`config.mk`:
```
export PLATFORM = sky130hd
export DESIGN_NAME = servo_motion_io_guard
export DESIGN_NICKNAME = d
export VERILOG_FILES = /design/src/logic/motion_guard_pkg.sv /design/src/logic/servo_motion_io_guard.sv
export SDC_FILE = /design/constraint.sdc
export NUM_CORES = 1
export LEC_CHECK = 0
export ABC_AREA = 0
export CAP_MARGIN = 5
export CORE_UTILIZATION = 40
export DETAILED_ROUTE_END_ITERATION = 6
export DONT_BUFFER_PORTS = 1
export SYNTH_ARGS = -nofsm -noshare
export SYNTH_HDL_FRONTEND = slang
export SYNTH_SLANG_ARGS = --single-unit
export TNS_END_PERCENT = 10
```
`constraint.sdc`:
```
create_clock -name hclk -period 7.11 [get_ports hclk]
set_clock_uncertainty 0.05 [all_clocks]
set_input_delay 1.0665 -clock hclk [delete_from_list [all_inputs] [get_ports hclk]]
set_output_delay 1.0665 -clock hclk [all_outputs]
set_load 0.005 [all_outputs]
```
`src/logic/motion_guard_pkg.sv`:
```
`default_nettype none
package motion_guard_pkg;
  // Register byte offsets
  localparam logic [7:0] CTRL_OFS       = 8'h00;
  localparam logic [7:0] PPR_OFS        = 8'h04;
  localparam logic [7:0] BRK_REL_OFS    = 8'h08;
  localparam logic [7:0] DEENERGIZE_OFS = 8'h0c;
  localparam logic [7:0] BRK_SPEED_OFS  = 8'h10;
  localparam logic [7:0] BRK_WAIT_OFS   = 8'h14;
  localparam logic [7:0] ST_UPPER_OFS   = 8'h18;
  localparam logic [7:0] MT_UPPER_OFS   = 8'h1c;
  localparam logic [7:0] ST_LOWER_OFS   = 8'h20;
  localparam logic [7:0] MT_LOWER_OFS   = 8'h24;
  localparam logic [7:0] STATUS_OFS     = 8'h28;
  localparam logic [7:0] MASK_OFS       = 8'h2c;
  localparam logic [7:0] STATE_OFS      = 8'h30;
  // Control register fields
  localparam int CTRL_DIR_BIT    = 0;
  localparam int CTRL_POL_BIT    = 1;
  localparam int CTRL_SOFT_LSB   = 2;
  localparam int CTRL_ENC_BIT    = 4;
  localparam int CTRL_SON_BIT    = 5;
  localparam int CTRL_TEACH_UP   = 8;
  localparam int CTRL_TEACH_LO   = 9;
  // Status / mask event bits
  localparam int EV_ALARM_STOP   = 0;
  localparam int EV_FWD_STOP     = 1;
  localparam int EV_REV_STOP     = 2;
  localparam int EV_SOFT_HIT     = 3;
  localparam int EV_BITS         = 4;
  // Reset values, then the soft-limit select and encoder type codes
  localparam logic [31:0] PPR_RST        = 32'h0000_09c4;
  localparam logic [31:0] DELAY_RST      = 32'h0000_0000;
  localparam logic [15:0] BRK_SPEED_RST  = 16'h0064;
  localparam logic [31:0] ST_BOUND_RST   = 32'h0000_0000;
  localparam logic [15:0] MT_UPPER_RST   = 16'h7fff;
  localparam logic [15:0] MT_LOWER_RST   = 16'h8000;
  localparam logic [1:0]  SOFT_SEL_ON    = 2'h1;
  localparam logic        ENC_ABSOLUTE   = 1'h1;
  // Timing: delay registers count in ticks of this length
  localparam int CLK_PERIOD_NS   = 5;
  localparam int TICK_NS         = 1000;
  localparam int TICK_CYCLES     = TICK_NS / CLK_PERIOD_NS;
  typedef enum logic [2:0] {ST_OFF, ST_RELEASE, ST_RUN, ST_STOP_HOLD, ST_ALARM} brake_state_e;
endpackage
`default_nettype wire

```
`src/logic/servo_motion_io_guard.sv`:
```
// Notes on behaviour
// - Direction select reverses motor turning for the same command polarity.
// - Divided output is an A/B quadrature pair, pulses per rev programmable.
// - Polarity 0: forward gives A leading B by 90 deg; 1 inverts.
// - Direction select changes neither quadrature pattern nor monitor sign.
// - Servo-on releases brake, then waits a programmable delay before energising.
// - Normal stop drops brake with enable; motor stays energised a programmable delay.
// - Alarm while turning stops motor; brake drops on speed threshold or wait.
// - Forward inhibit input, while active, refuses forward rotation.
// - Reverse inhibit input, while active, refuses reverse rotation.
// - Limit hit while moving toward it stops at once until released.
// - Soft-limit select takes 0 to 2, default 0; only value 1 enables checking.
// - Soft bounds: 32-bit single-turn and 16-bit multi-turn, settable or taught.
// - Soft limits act only with absolute encoder and select equal to 1.
// - Larger bound is positive limit, smaller is negative limit.
//
// Decided for this implementation: register access over AHB-Lite and the address map.
`timescale 1ns/100ps
`default_nettype none
module servo_motion_io_guard #(
  parameter int ENC_COUNTS_PER_REV = 131072
) (
  input  wire logic        hclk,
  input  wire logic        hresetn,
  input  wire logic        hsel,
  input  wire logic [31:0] haddr,
  input  wire logic [1:0]  htrans,
  input  wire logic        hwrite,
  input  wire logic [2:0]  hsize,
  input  wire logic [31:0] hwdata,
  input  wire logic        hready,
  output logic      [31:0] hrdata,
  output logic             hreadyout,
  output logic             hresp,
  input  wire logic        forward_inhibit_in,
  input  wire logic        reverse_inhibit_in,
  input  wire logic        alarm_in,
  input  wire logic signed [15:0] speed_cmd_in,
  input  wire logic signed [15:0] motor_speed_in,
  input  wire logic        enc_step_in,
  input  wire logic        enc_dir_in,
  input  wire logic [31:0] abs_single_turn_in,
  input  wire logic [15:0] abs_multi_turn_in,
  output logic signed [15:0] motor_cmd_out,
  output logic             energize_out,
  output logic             brake_release_out,
  output logic             phase_a_out,
  output logic             phase_b_out,
  output logic             irq
);
  import motion_guard_pkg::*;

  // Software-held configuration and sticky event status
  logic        rotation_direction_select_q;
  logic        output_phase_polarity_q;
  logic [1:0]  soft_limit_select_q;
  logic        encoder_type_select_q;
  logic        servo_on_q;
  logic [31:0] output_pulses_per_rev_q;
  logic [31:0] brake_release_delay_q;
  logic [31:0] deenergize_delay_q;
  logic [15:0] brake_speed_threshold_q;
  logic [31:0] servo_off_brake_wait_q;
  logic [31:0] single_turn_upper_bound_q;
  logic [15:0] multi_turn_upper_bound_q;
  logic [31:0] single_turn_lower_bound_q;
  logic [15:0] multi_turn_lower_bound_q;
  logic [EV_BITS-1:0] status_q;
  logic [EV_BITS-1:0] mask_q;

  // Bus data-phase bookkeeping
  logic        wr_pend_q;
  logic [7:0]  wr_addr_q;
  logic        addr_phase;
  logic        rd_status;

  assign addr_phase = hsel && hready && htrans[1];
  assign rd_status  = addr_phase && !hwrite && (haddr[7:0] == STATUS_OFS);

  // Zero-wait slave; response is always OKAY
  always_ff @(posedge hclk or negedge hresetn) begin
    if (!hresetn) begin
      hreadyout <= 1'b0;
      hresp     <= 1'b0;
    end else begin
      hreadyout <= 1'b1;
      hresp     <= 1'b0;
    end
  end

  // Write address held for the data phase
  always_ff @(posedge hclk or negedge hresetn) begin
    if (!hresetn) begin
      wr_pend_q <= 1'b0;
      wr_addr_q <= 8'h00;
    end else begin
      wr_pend_q <= addr_phase && hwrite && (haddr[31:8] == 24'h000000);
      wr_addr_q <= haddr[7:0];
    end
  end

  // Three-stage pin synchronisers; filtered level moves when stages 2 and 3 agree
  logic [2:0] fwd_s_q, rev_s_q, alm_s_q;
  logic       fwd_inh_q, rev_inh_q, alarm_q;
  always_ff @(posedge hclk or negedge hresetn) begin
    if (!hresetn) begin
      fwd_s_q   <= 3'h0;
      rev_s_q   <= 3'h0;
      alm_s_q   <= 3'h0;
      fwd_inh_q <= 1'b0;
      rev_inh_q <= 1'b0;
      alarm_q   <= 1'b0;
    end else begin
      fwd_s_q <= {fwd_s_q[1:0], forward_inhibit_in};
      rev_s_q <= {rev_s_q[1:0], reverse_inhibit_in};
      alm_s_q <= {alm_s_q[1:0], alarm_in};
      if (fwd_s_q[1] == fwd_s_q[2]) fwd_inh_q <= fwd_s_q[2];
      if (rev_s_q[1] == rev_s_q[2]) rev_inh_q <= rev_s_q[2];
      if (alm_s_q[1] == alm_s_q[2]) alarm_q <= alm_s_q[2];
    end
  end

  // Soft limits on the combined 48-bit position
  logic signed [47:0] abs_pos, bound_a, bound_b, pos_limit, neg_limit;
  logic               soft_active, soft_fwd_block, soft_rev_block;
  assign abs_pos     = {abs_multi_turn_in, abs_single_turn_in};
  assign bound_a     = {multi_turn_upper_bound_q, single_turn_upper_bound_q};
  assign bound_b     = {multi_turn_lower_bound_q, single_turn_lower_bound_q};
  assign pos_limit   = (bound_a > bound_b) ? bound_a : bound_b;
  assign neg_limit   = (bound_a > bound_b) ? bound_b : bound_a;
  assign soft_active = (encoder_type_select_q == ENC_ABSOLUTE)
                       && (soft_limit_select_q == SOFT_SEL_ON);
  assign soft_fwd_block = soft_active && (abs_pos >= pos_limit);
  assign soft_rev_block = soft_active && (abs_pos <= neg_limit);

  // Motion permits; both blocks together leave no direction open
  logic fwd_block, rev_block, cmd_fwd, cmd_rev, fwd_hit, rev_hit;
  assign fwd_block = fwd_inh_q || soft_fwd_block;
  assign rev_block = rev_inh_q || soft_rev_block;
  assign cmd_fwd   = !speed_cmd_in[15] && (speed_cmd_in != 16'sh0000);
  assign cmd_rev   = speed_cmd_in[15];
  assign fwd_hit   = fwd_block && cmd_fwd;
  assign rev_hit   = rev_block && cmd_rev;

  // One enable pulse per delay tick
  logic [$clog2(TICK_CYCLES)-1:0] div_q;
  logic tick;
  assign tick = (div_q == ($clog2(TICK_CYCLES))'(TICK_CYCLES - 1));
  always_ff @(posedge hclk or negedge hresetn) begin
    if (!hresetn) begin
      div_q <= '0;
    end else begin
      div_q <= tick ? '0 : div_q + 1'b1;
    end
  end

  // Brake and energise sequencing
  brake_state_e state_q;
  logic [31:0]  wait_q;
  logic [15:0]  speed_abs;
  logic         alarm_ev;
  assign speed_abs = motor_speed_in[15] ? 16'(-motor_speed_in) : motor_speed_in;
  assign alarm_ev  = alarm_q && (state_q != ST_OFF) && (state_q != ST_ALARM);
  always_ff @(posedge hclk or negedge hresetn) begin
    if (!hresetn) begin
      state_q           <= ST_OFF;
      wait_q            <= 32'h0;
      energize_out      <= 1'b0;
      brake_release_out <= 1'b0;
    end else begin
      if (tick) wait_q <= wait_q + 32'h1;
      case (state_q)
        ST_OFF: begin
          if (servo_on_q && !alarm_q) begin
            state_q           <= ST_RELEASE;
            brake_release_out <= 1'b1;
            wait_q            <= 32'h0;
          end
        end
        ST_RELEASE: begin
          if (alarm_q) begin
            state_q           <= ST_OFF;
            brake_release_out <= 1'b0;
          end else if (!servo_on_q) begin
            state_q           <= ST_OFF;
            brake_release_out <= 1'b0;
          end else if (wait_q >= brake_release_delay_q) begin
            state_q      <= ST_RUN;
            energize_out <= 1'b1;
          end
        end
        ST_RUN: begin
          if (alarm_q) begin
            state_q      <= ST_ALARM;
            energize_out <= 1'b0;
            wait_q       <= 32'h0;
          end else if (!servo_on_q) begin
            state_q           <= ST_STOP_HOLD;
            brake_release_out <= 1'b0;
            wait_q            <= 32'h0;
          end
        end
        ST_STOP_HOLD: begin
          if (alarm_q || wait_q >= deenergize_delay_q) begin
            state_q      <= ST_OFF;
            energize_out <= 1'b0;
          end
        end
        ST_ALARM: begin
          // Brake open until shaft slows or wait expires
          if (speed_abs < brake_speed_threshold_q || wait_q >= servo_off_brake_wait_q) begin
            state_q           <= ST_OFF;
            brake_release_out <= 1'b0;
          end
        end
        default: state_q <= ST_OFF;
      endcase
    end
  end

  // Blocked or idle states command zero
  always_ff @(posedge hclk or negedge hresetn) begin
    if (!hresetn) begin
      motor_cmd_out <= 16'sh0000;
    end else if (state_q != ST_RUN || alarm_q || fwd_hit || rev_hit) begin
      motor_cmd_out <= 16'sh0000;
    end else if (rotation_direction_select_q) begin
      motor_cmd_out <= 16'(-speed_cmd_in);
    end else begin
      motor_cmd_out <= speed_cmd_in;
    end
  end

  // Quadrature divider; logical direction undoes the direction select
  logic        logic_fwd;
  logic [31:0] acc_q;
  logic [32:0] acc_sum;
  logic        qstep;
  logic [1:0]  quad_q;
  assign logic_fwd = enc_dir_in ^ rotation_direction_select_q;
  assign acc_sum   = {1'b0, acc_q} + {1'b0, output_pulses_per_rev_q[29:0], 2'b00};
  assign qstep     = enc_step_in && (acc_sum >= 33'(ENC_COUNTS_PER_REV));
  // Fractional accumulator spreads edges evenly, at most one per encoder count
  always_ff @(posedge hclk or negedge hresetn) begin
    if (!hresetn) begin
      acc_q <= 32'h0;
    end else if (enc_step_in) begin
      acc_q <= qstep ? 32'(acc_sum - 33'(ENC_COUNTS_PER_REV)) : acc_sum[31:0];
    end
  end

  // Binary step counter; decoded AB outputs change one bit per edge, so no glitches
  always_ff @(posedge hclk or negedge hresetn) begin
    if (!hresetn) begin
      quad_q <= 2'h0;
    end else if (qstep) begin
      if (logic_fwd ^ output_phase_polarity_q) begin
        quad_q <= quad_q + 2'h1;
      end else begin
        quad_q <= quad_q - 2'h1;
      end
    end
  end

  // Up count 0,1,2,3 maps to AB 00,10,11,01: A leads B
  always_ff @(posedge hclk or negedge hresetn) begin
    if (!hresetn) begin
      phase_a_out <= 1'b0;
      phase_b_out <= 1'b0;
    end else begin
      phase_a_out <= quad_q[1] ^ quad_q[0];
      phase_b_out <= quad_q[1];
    end
  end

  // Register writes; teach bits are write-only strobes
  always_ff @(posedge hclk or negedge hresetn) begin
    if (!hresetn) begin
      rotation_direction_select_q <= 1'b0;
      output_phase_polarity_q     <= 1'b0;
      soft_limit_select_q         <= 2'h0;
      encoder_type_select_q       <= 1'b0;
      servo_on_q                  <= 1'b0;
      output_pulses_per_rev_q     <= PPR_RST;
      brake_release_delay_q       <= DELAY_RST;
      deenergize_delay_q          <= DELAY_RST;
      brake_speed_threshold_q     <= BRK_SPEED_RST;
      servo_off_brake_wait_q      <= DELAY_RST;
      single_turn_upper_bound_q   <= ST_BOUND_RST;
      multi_turn_upper_bound_q    <= MT_UPPER_RST;
      single_turn_lower_bound_q   <= ST_BOUND_RST;
      multi_turn_lower_bound_q    <= MT_LOWER_RST;
      mask_q                      <= '0;
    end else if (wr_pend_q) begin
      if (wr_addr_q == CTRL_OFS) begin
        rotation_direction_select_q <= hwdata[CTRL_DIR_BIT];
        output_phase_polarity_q     <= hwdata[CTRL_POL_BIT];
        // Select value 3 is outside the legal range and is refused
        if (hwdata[CTRL_SOFT_LSB+:2] != 2'h3) soft_limit_select_q <= hwdata[CTRL_SOFT_LSB+:2];
        encoder_type_select_q <= hwdata[CTRL_ENC_BIT];
        servo_on_q            <= hwdata[CTRL_SON_BIT];
        if (hwdata[CTRL_TEACH_UP]) begin
          single_turn_upper_bound_q <= abs_single_turn_in;
          multi_turn_upper_bound_q  <= abs_multi_turn_in;
        end
        if (hwdata[CTRL_TEACH_LO]) begin
          single_turn_lower_bound_q <= abs_single_turn_in;
          multi_turn_lower_bound_q  <= abs_multi_turn_in;
        end
      end else if (wr_addr_q == PPR_OFS) begin
        output_pulses_per_rev_q <= hwdata;
      end else if (wr_addr_q == BRK_REL_OFS) begin
        brake_release_delay_q <= hwdata;
      end else if (wr_addr_q == DEENERGIZE_OFS) begin
        deenergize_delay_q <= hwdata;
      end else if (wr_addr_q == BRK_SPEED_OFS) begin
        brake_speed_threshold_q <= hwdata[15:0];
      end else if (wr_addr_q == BRK_WAIT_OFS) begin
        servo_off_brake_wait_q <= hwdata;
      end else if (wr_addr_q == ST_UPPER_OFS) begin
        single_turn_upper_bound_q <= hwdata;
      end else if (wr_addr_q == MT_UPPER_OFS) begin
        multi_turn_upper_bound_q <= hwdata[15:0];
      end else if (wr_addr_q == ST_LOWER_OFS) begin
        single_turn_lower_bound_q <= hwdata;
      end else if (wr_addr_q == MT_LOWER_OFS) begin
        multi_turn_lower_bound_q <= hwdata[15:0];
      end else if (wr_addr_q == MASK_OFS) begin
        mask_q <= hwdata[EV_BITS-1:0];
      end
    end
  end

  // Sticky events; a new event wins over the clear-on-read
  logic [EV_BITS-1:0] ev;
  logic               hit_fwd_q, hit_rev_q, soft_q;
  always_comb begin
    ev                = '0;
    ev[EV_ALARM_STOP] = alarm_ev;
    ev[EV_FWD_STOP]   = fwd_hit && !hit_fwd_q;
    ev[EV_REV_STOP]   = rev_hit && !hit_rev_q;
    ev[EV_SOFT_HIT]   = (soft_fwd_block || soft_rev_block) && !soft_q;
  end
  always_ff @(posedge hclk or negedge hresetn) begin
    if (!hresetn) begin
      status_q  <= '0;
      hit_fwd_q <= 1'b0;
      hit_rev_q <= 1'b0;
      soft_q    <= 1'b0;
    end else begin
      status_q  <= (rd_status ? '0 : status_q) | ev;
      hit_fwd_q <= fwd_hit;
      hit_rev_q <= rev_hit;
      soft_q    <= soft_fwd_block || soft_rev_block;
    end
  end

  // Level interrupt from unmasked sticky bits
  always_ff @(posedge hclk or negedge hresetn) begin
    if (!hresetn) begin
      irq <= 1'b0;
    end else begin
      irq <= |(((rd_status ? '0 : status_q) | ev) & mask_q);
    end
  end

  // Read data is loaded at the address-phase edge
  logic [31:0] rd_d;
  always_comb begin
    rd_d = 32'h0;
    if (haddr[7:0] == CTRL_OFS) begin
      rd_d[CTRL_DIR_BIT]         = rotation_direction_select_q;
      rd_d[CTRL_POL_BIT]         = output_phase_polarity_q;
      rd_d[CTRL_SOFT_LSB+:2]     = soft_limit_select_q;
      rd_d[CTRL_ENC_BIT]         = encoder_type_select_q;
      rd_d[CTRL_SON_BIT]         = servo_on_q;
    end else if (haddr[7:0] == PPR_OFS) begin
      rd_d = output_pulses_per_rev_q;
    end else if (haddr[7:0] == BRK_REL_OFS) begin
      rd_d = brake_release_delay_q;
    end else if (haddr[7:0] == DEENERGIZE_OFS) begin
      rd_d = deenergize_delay_q;
    end else if (haddr[7:0] == BRK_SPEED_OFS) begin
      rd_d[15:0] = brake_speed_threshold_q;
    end else if (haddr[7:0] == BRK_WAIT_OFS) begin
      rd_d = servo_off_brake_wait_q;
    end else if (haddr[7:0] == ST_UPPER_OFS) begin
      rd_d = single_turn_upper_bound_q;
    end else if (haddr[7:0] == MT_UPPER_OFS) begin
      rd_d[15:0] = multi_turn_upper_bound_q;
    end else if (haddr[7:0] == ST_LOWER_OFS) begin
      rd_d = single_turn_lower_bound_q;
    end else if (haddr[7:0] == MT_LOWER_OFS) begin
      rd_d[15:0] = multi_turn_lower_bound_q;
    end else if (haddr[7:0] == STATUS_OFS) begin
      rd_d[EV_BITS-1:0] = status_q;
    end else if (haddr[7:0] == MASK_OFS) begin
      rd_d[EV_BITS-1:0] = mask_q;
    end else if (haddr[7:0] == STATE_OFS) begin
      rd_d = {20'h0, soft_rev_block, soft_fwd_block, rev_inh_q, fwd_inh_q,
              alarm_q, energize_out, brake_release_out, 2'h0, 3'(state_q)};
    end
    if (haddr[31:8] != 24'h000000) rd_d = 32'h0;
  end
  always_ff @(posedge hclk or negedge hresetn) begin
    if (!hresetn) begin
      hrdata <= 32'h0;
    end else if (addr_phase && !hwrite) begin
      hrdata <= rd_d;
    end
  end
endmodule
`default_nettype wire

```
==> results.cfg, run 1 <==
[global_routing]
grt_pass1_vias = 22600
grt_usage = 0.256
grt_first_pass_wirelength_microns = 137000
grt_antenna_before_repair = 2
grt_max_degree = 408
overflow = 0

[layout]
finalInstanceArea_sq_mm = 0.0300
fin_nets = 3283
syn_to_final_growth_pct = 9.22
mostFrequentLayoutCell = dfrtp_1
postLayoutCoreUtil = 0.444
drive_above_1_share = 0.123
final_cell_mix = dfrtp_1 (383), ha_1 (290), nand2_1 (220)

[sta]
hold_viol_final = 0
min_period_ps = 6590
rsz0062_at_grt = no
final.setup.tns_ps = 0
fin_crit_sh = 0.927
fin_ws_ps = 519
worst_pin_slew_ps = 1090
finalSetupViolCount = 0
timing.fmax_mhz = 152
slew_headroom = 0.266
slew_viol_final = 0

[pwr]
power_leakage_uw = 0.0140
power.total_uw = 7080
vdd_drop_max_v = 0.000157
p_per_area_mw_per_mm2 = 236

[routing]
wire_per_inst_microns = 24.0
first_iter_violations = 1834
remaining_drc_errors = 0
drt-total-wl_microns = 89900
avgViaCountPerCell = 6.01
firstDrtPassIters = 6
antenna_left = 0
via_count = 22500

[yosys]
synth-seq-cells = 407
ys_warn_count = 0
synth_nets = 3313
synth_cells = 2863
yosysSeqAreaShare = 0.372
asyncSetResetFlopFracSynth = 1.00
syn_area_per_cell_sq_um = 9.59
synth_ff_type = dfrtp_1
ys_types = 98
synth_edf_count = 0
synthesis.area_sq_mm = 0.0274

[die]
die_h_microns = 264
fp-row-count = 95
die_w_microns = 264
coreArea_sq_mm = 0.0675
num_io_pins = 214
die_area_sq_mm = 0.0697
initial_core_util = 0.407

[setup_path]
start_kind = flop
worstSetupStartpoint = single_turn_lower_bound_q[18]
critPathArrivalTime_ps = 7070
crit_fanout = 16
critPathBufInv = 5
critPathMaxStageDelay_ps = 440
worstPathRequired_ps = 7580
cp-end-kind = flop
crit_top_cell = a21o_1
crit_family = compound AO/OA/AOI/OAI gates
slowest_stage = dfrtp_1
rr_startpoint = single_turn_lower_bound_q[18]
worstSetupPathType = flop to flop

[placed_design]
place_congestion = 0.979
numPortBuffers = 0
pre_cts_ws_ps = 386
place_hpwl_microns = 68000
place_area_sq_mm = 0.0284

[min_path]
hold_class = primary input to async pin

[cts]
cts_resized = 0
htree_num_levels = 2
insertion_delay_ps = 590
path_clk_slew_ps = 60
root_buffer = clkbuf_16
cts-buffers-inserted = 47
clock_sinks = 407
cts_hold_buf = 0
cts_tree = yes
cts_buffer_depth = 3

[status]
outcome = finished, final reports clean

[run]
maxCapViolations = 0
==> worst paths after layout <==
| check | end | slack [ps] | depth (start not counted) |
|---|---|---|---|
| max reg2reg | motor_cmd_out[10] | 520 | 28 |
| max | motor_cmd_out[10] | 520 | 28 |
| min in group hclk | alm_s_q[1] | 300 | 0 |
| max in group asynchronous | deenergize_delay_q[30] | 6080 | 0 |
| min | hreadyout | 120 | 0 |
| min reg2reg | alm_s_q[1] | 300 | 0 |
==> sequential cells by signal (all words and copies together) (netlist names), 30 cells and up <==
signal                     count
single_turn_upper_bound_q     32
hrdata                        32
acc_q                         30
servo_off_brake_wait_q        32
single_turn_lower_bound_q     32
brake_release_delay_q         32
deenergize_delay_q            32
output_pulses_per_rev_q       32
wait_q                        32
==> per-stage QoR <==
stage	cells	hold slack (ps)
6_report	3743	119
3_3_place_gp	3655	289
3_5_place_dp	3655	285
4_1_cts	3740	85.5
2_1_floorplan	2863	281
5_1_grt	3742	94.7
==> Yosys cell counts, types with 5 or more instances <==
master	n	area (sq um)
buf_1	7	26.3
buf_2	13	65.1
nand2_1	220	826
a21oi_1	218	1090
o211ai_1	17	128
buf_6	7	78.8
nand4_1	57	357
o21a_1	23	173
o2111ai_1	6	52.6
o21ai_0	149	746
dfstp_2	24	631
nor4_1	21	131
and3_1	28	175
inv_1	195	732
dfrtp_1	383	9580
a31oi_1	19	119
clkbuf_1	77	289
o41ai_1	7	61.3
o31ai_1	14	105
nand3b_1	6	45.0
a21o_1	87	653
a221oi_1	34	298
or3_1	9	56.3
or2_2	6	37.5
nand3_1	63	315
o22ai_1	6	37.5
nor2b_1	22	138
a211oi_1	20	150
mux2i_1	120	1200
a22oi_1	55	413
nor3_1	29	145
nor2_1	202	758
nand2b_1	19	119
or4_1	5	37.5
and2_1	21	131
ha_1	290	3630
and4_1	11	96.3
mux2_2	163	1840
xnor2_1	38	333
xor2_1	49	429
a22o_1	5	43.8
a2111oi_0	6	52.6
a211o_1	13	114
==> cell families (layout without fill, tap and decap cells) <==
family | after synthesis | count (layout) | share of synthesized area
AND/OR/NAND/NOR | 751 | 751 | 0.135
AO/OA/AOI/OAI | 734 | 734 | 0.174
flip-flops | 407 | 407 | 0.372
buffers and inverters | 304 | 310 | 0.0448
adder cells (fa/ha/maj) | 294 | 294 | 0.134
multiplexers | 284 | 284 | 0.111
XOR/XNOR | 87 | 87 | 0.0278
other | 2 | 3 | 0.000274
==> area by class of cell <==
| type | count | area [sq um] |
|---|---|---|
| repair buffers | 30 | 275 |
| fillers | 6394 | 37500 |
| flip-flops and latches | 407 | 10200 |
| clock buffers | 65 | 1370 |
| inverters | 195 | 732 |
| diodes | 1 | 2.50 |
| clock inverters | 20 | 206 |
| well taps | 873 | 1090 |
| multi-input cells | 2152 | 16100 |
==> per-layer routing <==
metal / track usage / share of wire / vias to the layer above / wire (microns)
met4: 0.102 / 0.043 / 0 / 3860
li1: - / - / 10400 / -
met2: 0.420 / 0.47 / 712 / 41800
met1: 0.328 / 0.42 / 11200 / 37700
met5: 0 / 0 / - / 0
met3: 0.0534 / 0.072 / 182 / 6450
==> report_power, final <==
part	internal, uW	switching, uW
clock	1450	1030
combinational	793	1120
sequential	2500	184
total	4750	2330
==> worst register-to-register path, delay by kind of cell, from the launching register on <==
family,cells,cell delay [ps]
buffers and inverters,5,780
and+or+nand+nor,3,850
DFF,1,440
adders and majority gates,2,550
muxes,2,650
AOI/OAI and AO/OA,16,3210
==> repair_timing <==
item	4_1_cts	5_1_grt
endpoints found under the setup margin	0	16
hold endpoints to repair	0	0
buffers inserted	0	2
Note: power is estimated with default switching activity, not from simulation.
==> run 2, diff against run 1 <==
--- a/config.mk
+++ b/config.mk
@@ -7,9 +7,10 @@
 export LEC_CHECK = 0
 export ABC_AREA = 0
 export CAP_MARGIN = 5
-export CORE_UTILIZATION = 40
+export CORE_UTILIZATION = 30
 export DETAILED_ROUTE_END_ITERATION = 6
 export DONT_BUFFER_PORTS = 1
+export RECOVER_POWER = 100
 export SYNTH_ARGS = -nofsm -noshare
 export SYNTH_HDL_FRONTEND = slang
 export SYNTH_SLANG_ARGS = --single-unit
==> run 2 against run 1 <==
The run now ends with max-capacitance violations, max-slew violations left; first-iteration DRC count fell by 0.16%; combinational power barely moved; maximum frequency fell by 0.33%; global-route usage fell by 6.2 points; final cell count rose by 8.4%; worst setup slack got worse by 22 ps; non-clock buffer count rose by 9; sequential cell count did not move; clock power rose by 5%; largest power group unchanged; critical path type unchanged; critical path depth did not move.
==> results.cfg, run 2 (synthesized netlist as in run 1, its figures left out) <==
[layout]
filler_cell_count = 9273
syn_to_final_growth_pct = 10.7
multi_input_area_sq_mm = 0.0160
drive_above_1_share = 0.120
seq_area_sq_mm = 0.0102
mostFrequentLayoutCell = dfrtp_1
final_cell_mix = dfrtp_1 (383), ha_1 (290), nand2_1 (220)
fin_nets = 3293

[setup_path]
ff2ff_path_depth = 28
slowest_stage = dfrtp_1
start_kind = flop
critPathArrivalTime_ps = 7040
rrSetupSlack_ps = 500
crit_family = simple AND/OR/NAND/NOR gates
crit_top_cell = o21a_1
worstPathRequired_ps = 7540
crit_fanout = 44
timing.rr.end = motor_cmd_out[13]
cp-end-kind = flop
critPathMaxStageDelay_ps = 420
worstSetupPathType = flop to flop
critPathBufInv = 5
rr_startpoint = single_turn_lower_bound_q[1]

[global_routing]
grt_pass1_vias = 21700
grt_max_degree = 408
grt_antenna_before_repair = 0
grt_usage = 0.194
grt_first_pass_wirelength_microns = 138000
overflow = 0

[cts]
path_clk_slew_ps = 70
htree_num_levels = 2
cts_tree = yes
clock_sinks = 407
root_buffer = clkbuf_16
cts_buffer_depth = 3
insertion_delay_ps = 620
cts-buffers-inserted = 48

[sta]
finalSetupViolCount = 0
worst_pin_slew_ps = 3590
timing.fmax_mhz = 151
timing.hold.ws_ps = 122
slew_viol_final = 523
rsz0062_at_grt = no
hold_viol_final = 0
slew_headroom = -1.40
fin_crit_sh = 0.930
final.setup.tns_ps = 0
min_period_ps = 6610

[routing]
first_iter_violations = 1831
avgViaCountPerCell = 5.47
antenna_left = 0
drt-total-wl_microns = 91200
wire_per_inst_microns = 22.5
remaining_drc_errors = 0
via_count = 22200
firstDrtPassIters = 5

[placed_design]
place_congestion = 0.954
numPortBuffers = 0
place_hpwl_microns = 68500

[die]
coreArea_sq_mm = 0.0903
die_w_microns = 304
initial_core_util = 0.304
die_area_sq_mm = 0.0927
num_io_pins = 214
fp-row-count = 110
die_h_microns = 304

[run]
maxCapViolations = 10

[pwr]
power.total_uw = 7170
power_leakage_uw = 0.0140
vdd_drop_max_v = 0.000188
p_per_area_mw_per_mm2 = 236

[status]
outcome = finished with violations
violations = max-capacitance violations, max-slew violations

[min_path]
hold_class = primary input to async pin
-- run 2: cell types whose count changed in the layout (fill, tap and decap cells not counted), moves of 2 or more --
cell | previous run | this run
buf_12 | 4 | 2
clkbuf_16 | 48 | 50
inv_6 | 2 | 0
bufinv_16 | 3 | 5
clkbuf_8 | 10 | 8
clkbuf_1 | 7 | 20
clkinv_2 | 10 | 7
-- run 2: metrics by stage --
stage	setup WS [ps]	utilization	instance area [sq um]	std cells
after floorplan	1040	-	27400	2863
after global placement	294	0.319	28800	3966
after detailed placement	268	0.319	28800	3966
after CTS	199	0.337	30400	4053
after global routing	15.1	0.337	30400	4056
final	497	0.337	30400	4057
-- run 2: per-layer routing --
metal / GRT usage / wire length, microns / vias up / share of wire
met5: 0 / 0 / - / 0
met2: 0.322 / 42600 / 612 / 0.47
met1: 0.249 / 39200 / 11000 / 0.43
met4: 0.0672 / 3230 / 0 / 0.035
li1: - / - / 10400 / -
met3: 0.0414 / 6090 / 152 / 0.067
-- run 2: worst max path at each step --
stage               cells past startpoint                           from                 to
finish                                 28   single_turn_lower_bound_q[1]  motor_cmd_out[13]
global route                           28   single_turn_lower_bound_q[1]   motor_cmd_out[8]
CTS                                    26   single_turn_lower_bound_q[1]  motor_cmd_out[13]
detailed placement                     26   single_turn_lower_bound_q[1]   motor_cmd_out[4]
global placement                       26  single_turn_lower_bound_q[18]   motor_cmd_out[5]
floorplan                              28   single_turn_upper_bound_q[1]  motor_cmd_out[10]
-- run 2: final cells by class --
type,instances,area share
Tap cell,1176,0.0484
Clock buffer,68,0.0460
Timing Repair Buffer,39,0.00914
Inverter,195,0.0241
Sequential cell,407,0.336
Multi-Input combinational cell,2152,0.528
Antenna cell,1,0.0000823
Clock inverter,19,0.00823
-- run 2: report_power, final --
group / leakage (uW) / switching (uW) / internal (uW)
clock network: 0.000803 / 1060 / 1550
registers: 0.00505 / 180 / 2500
logic: 0.00818 / 1100 / 779
total: 0.0140 / 2330 / 4840
-- run 2: timing repair --
item	in CTS	in global routing
hold buffers	0	0
endpoints found under the setup margin	0	18
buffers inserted	0	3
gates resized for setup	0	1
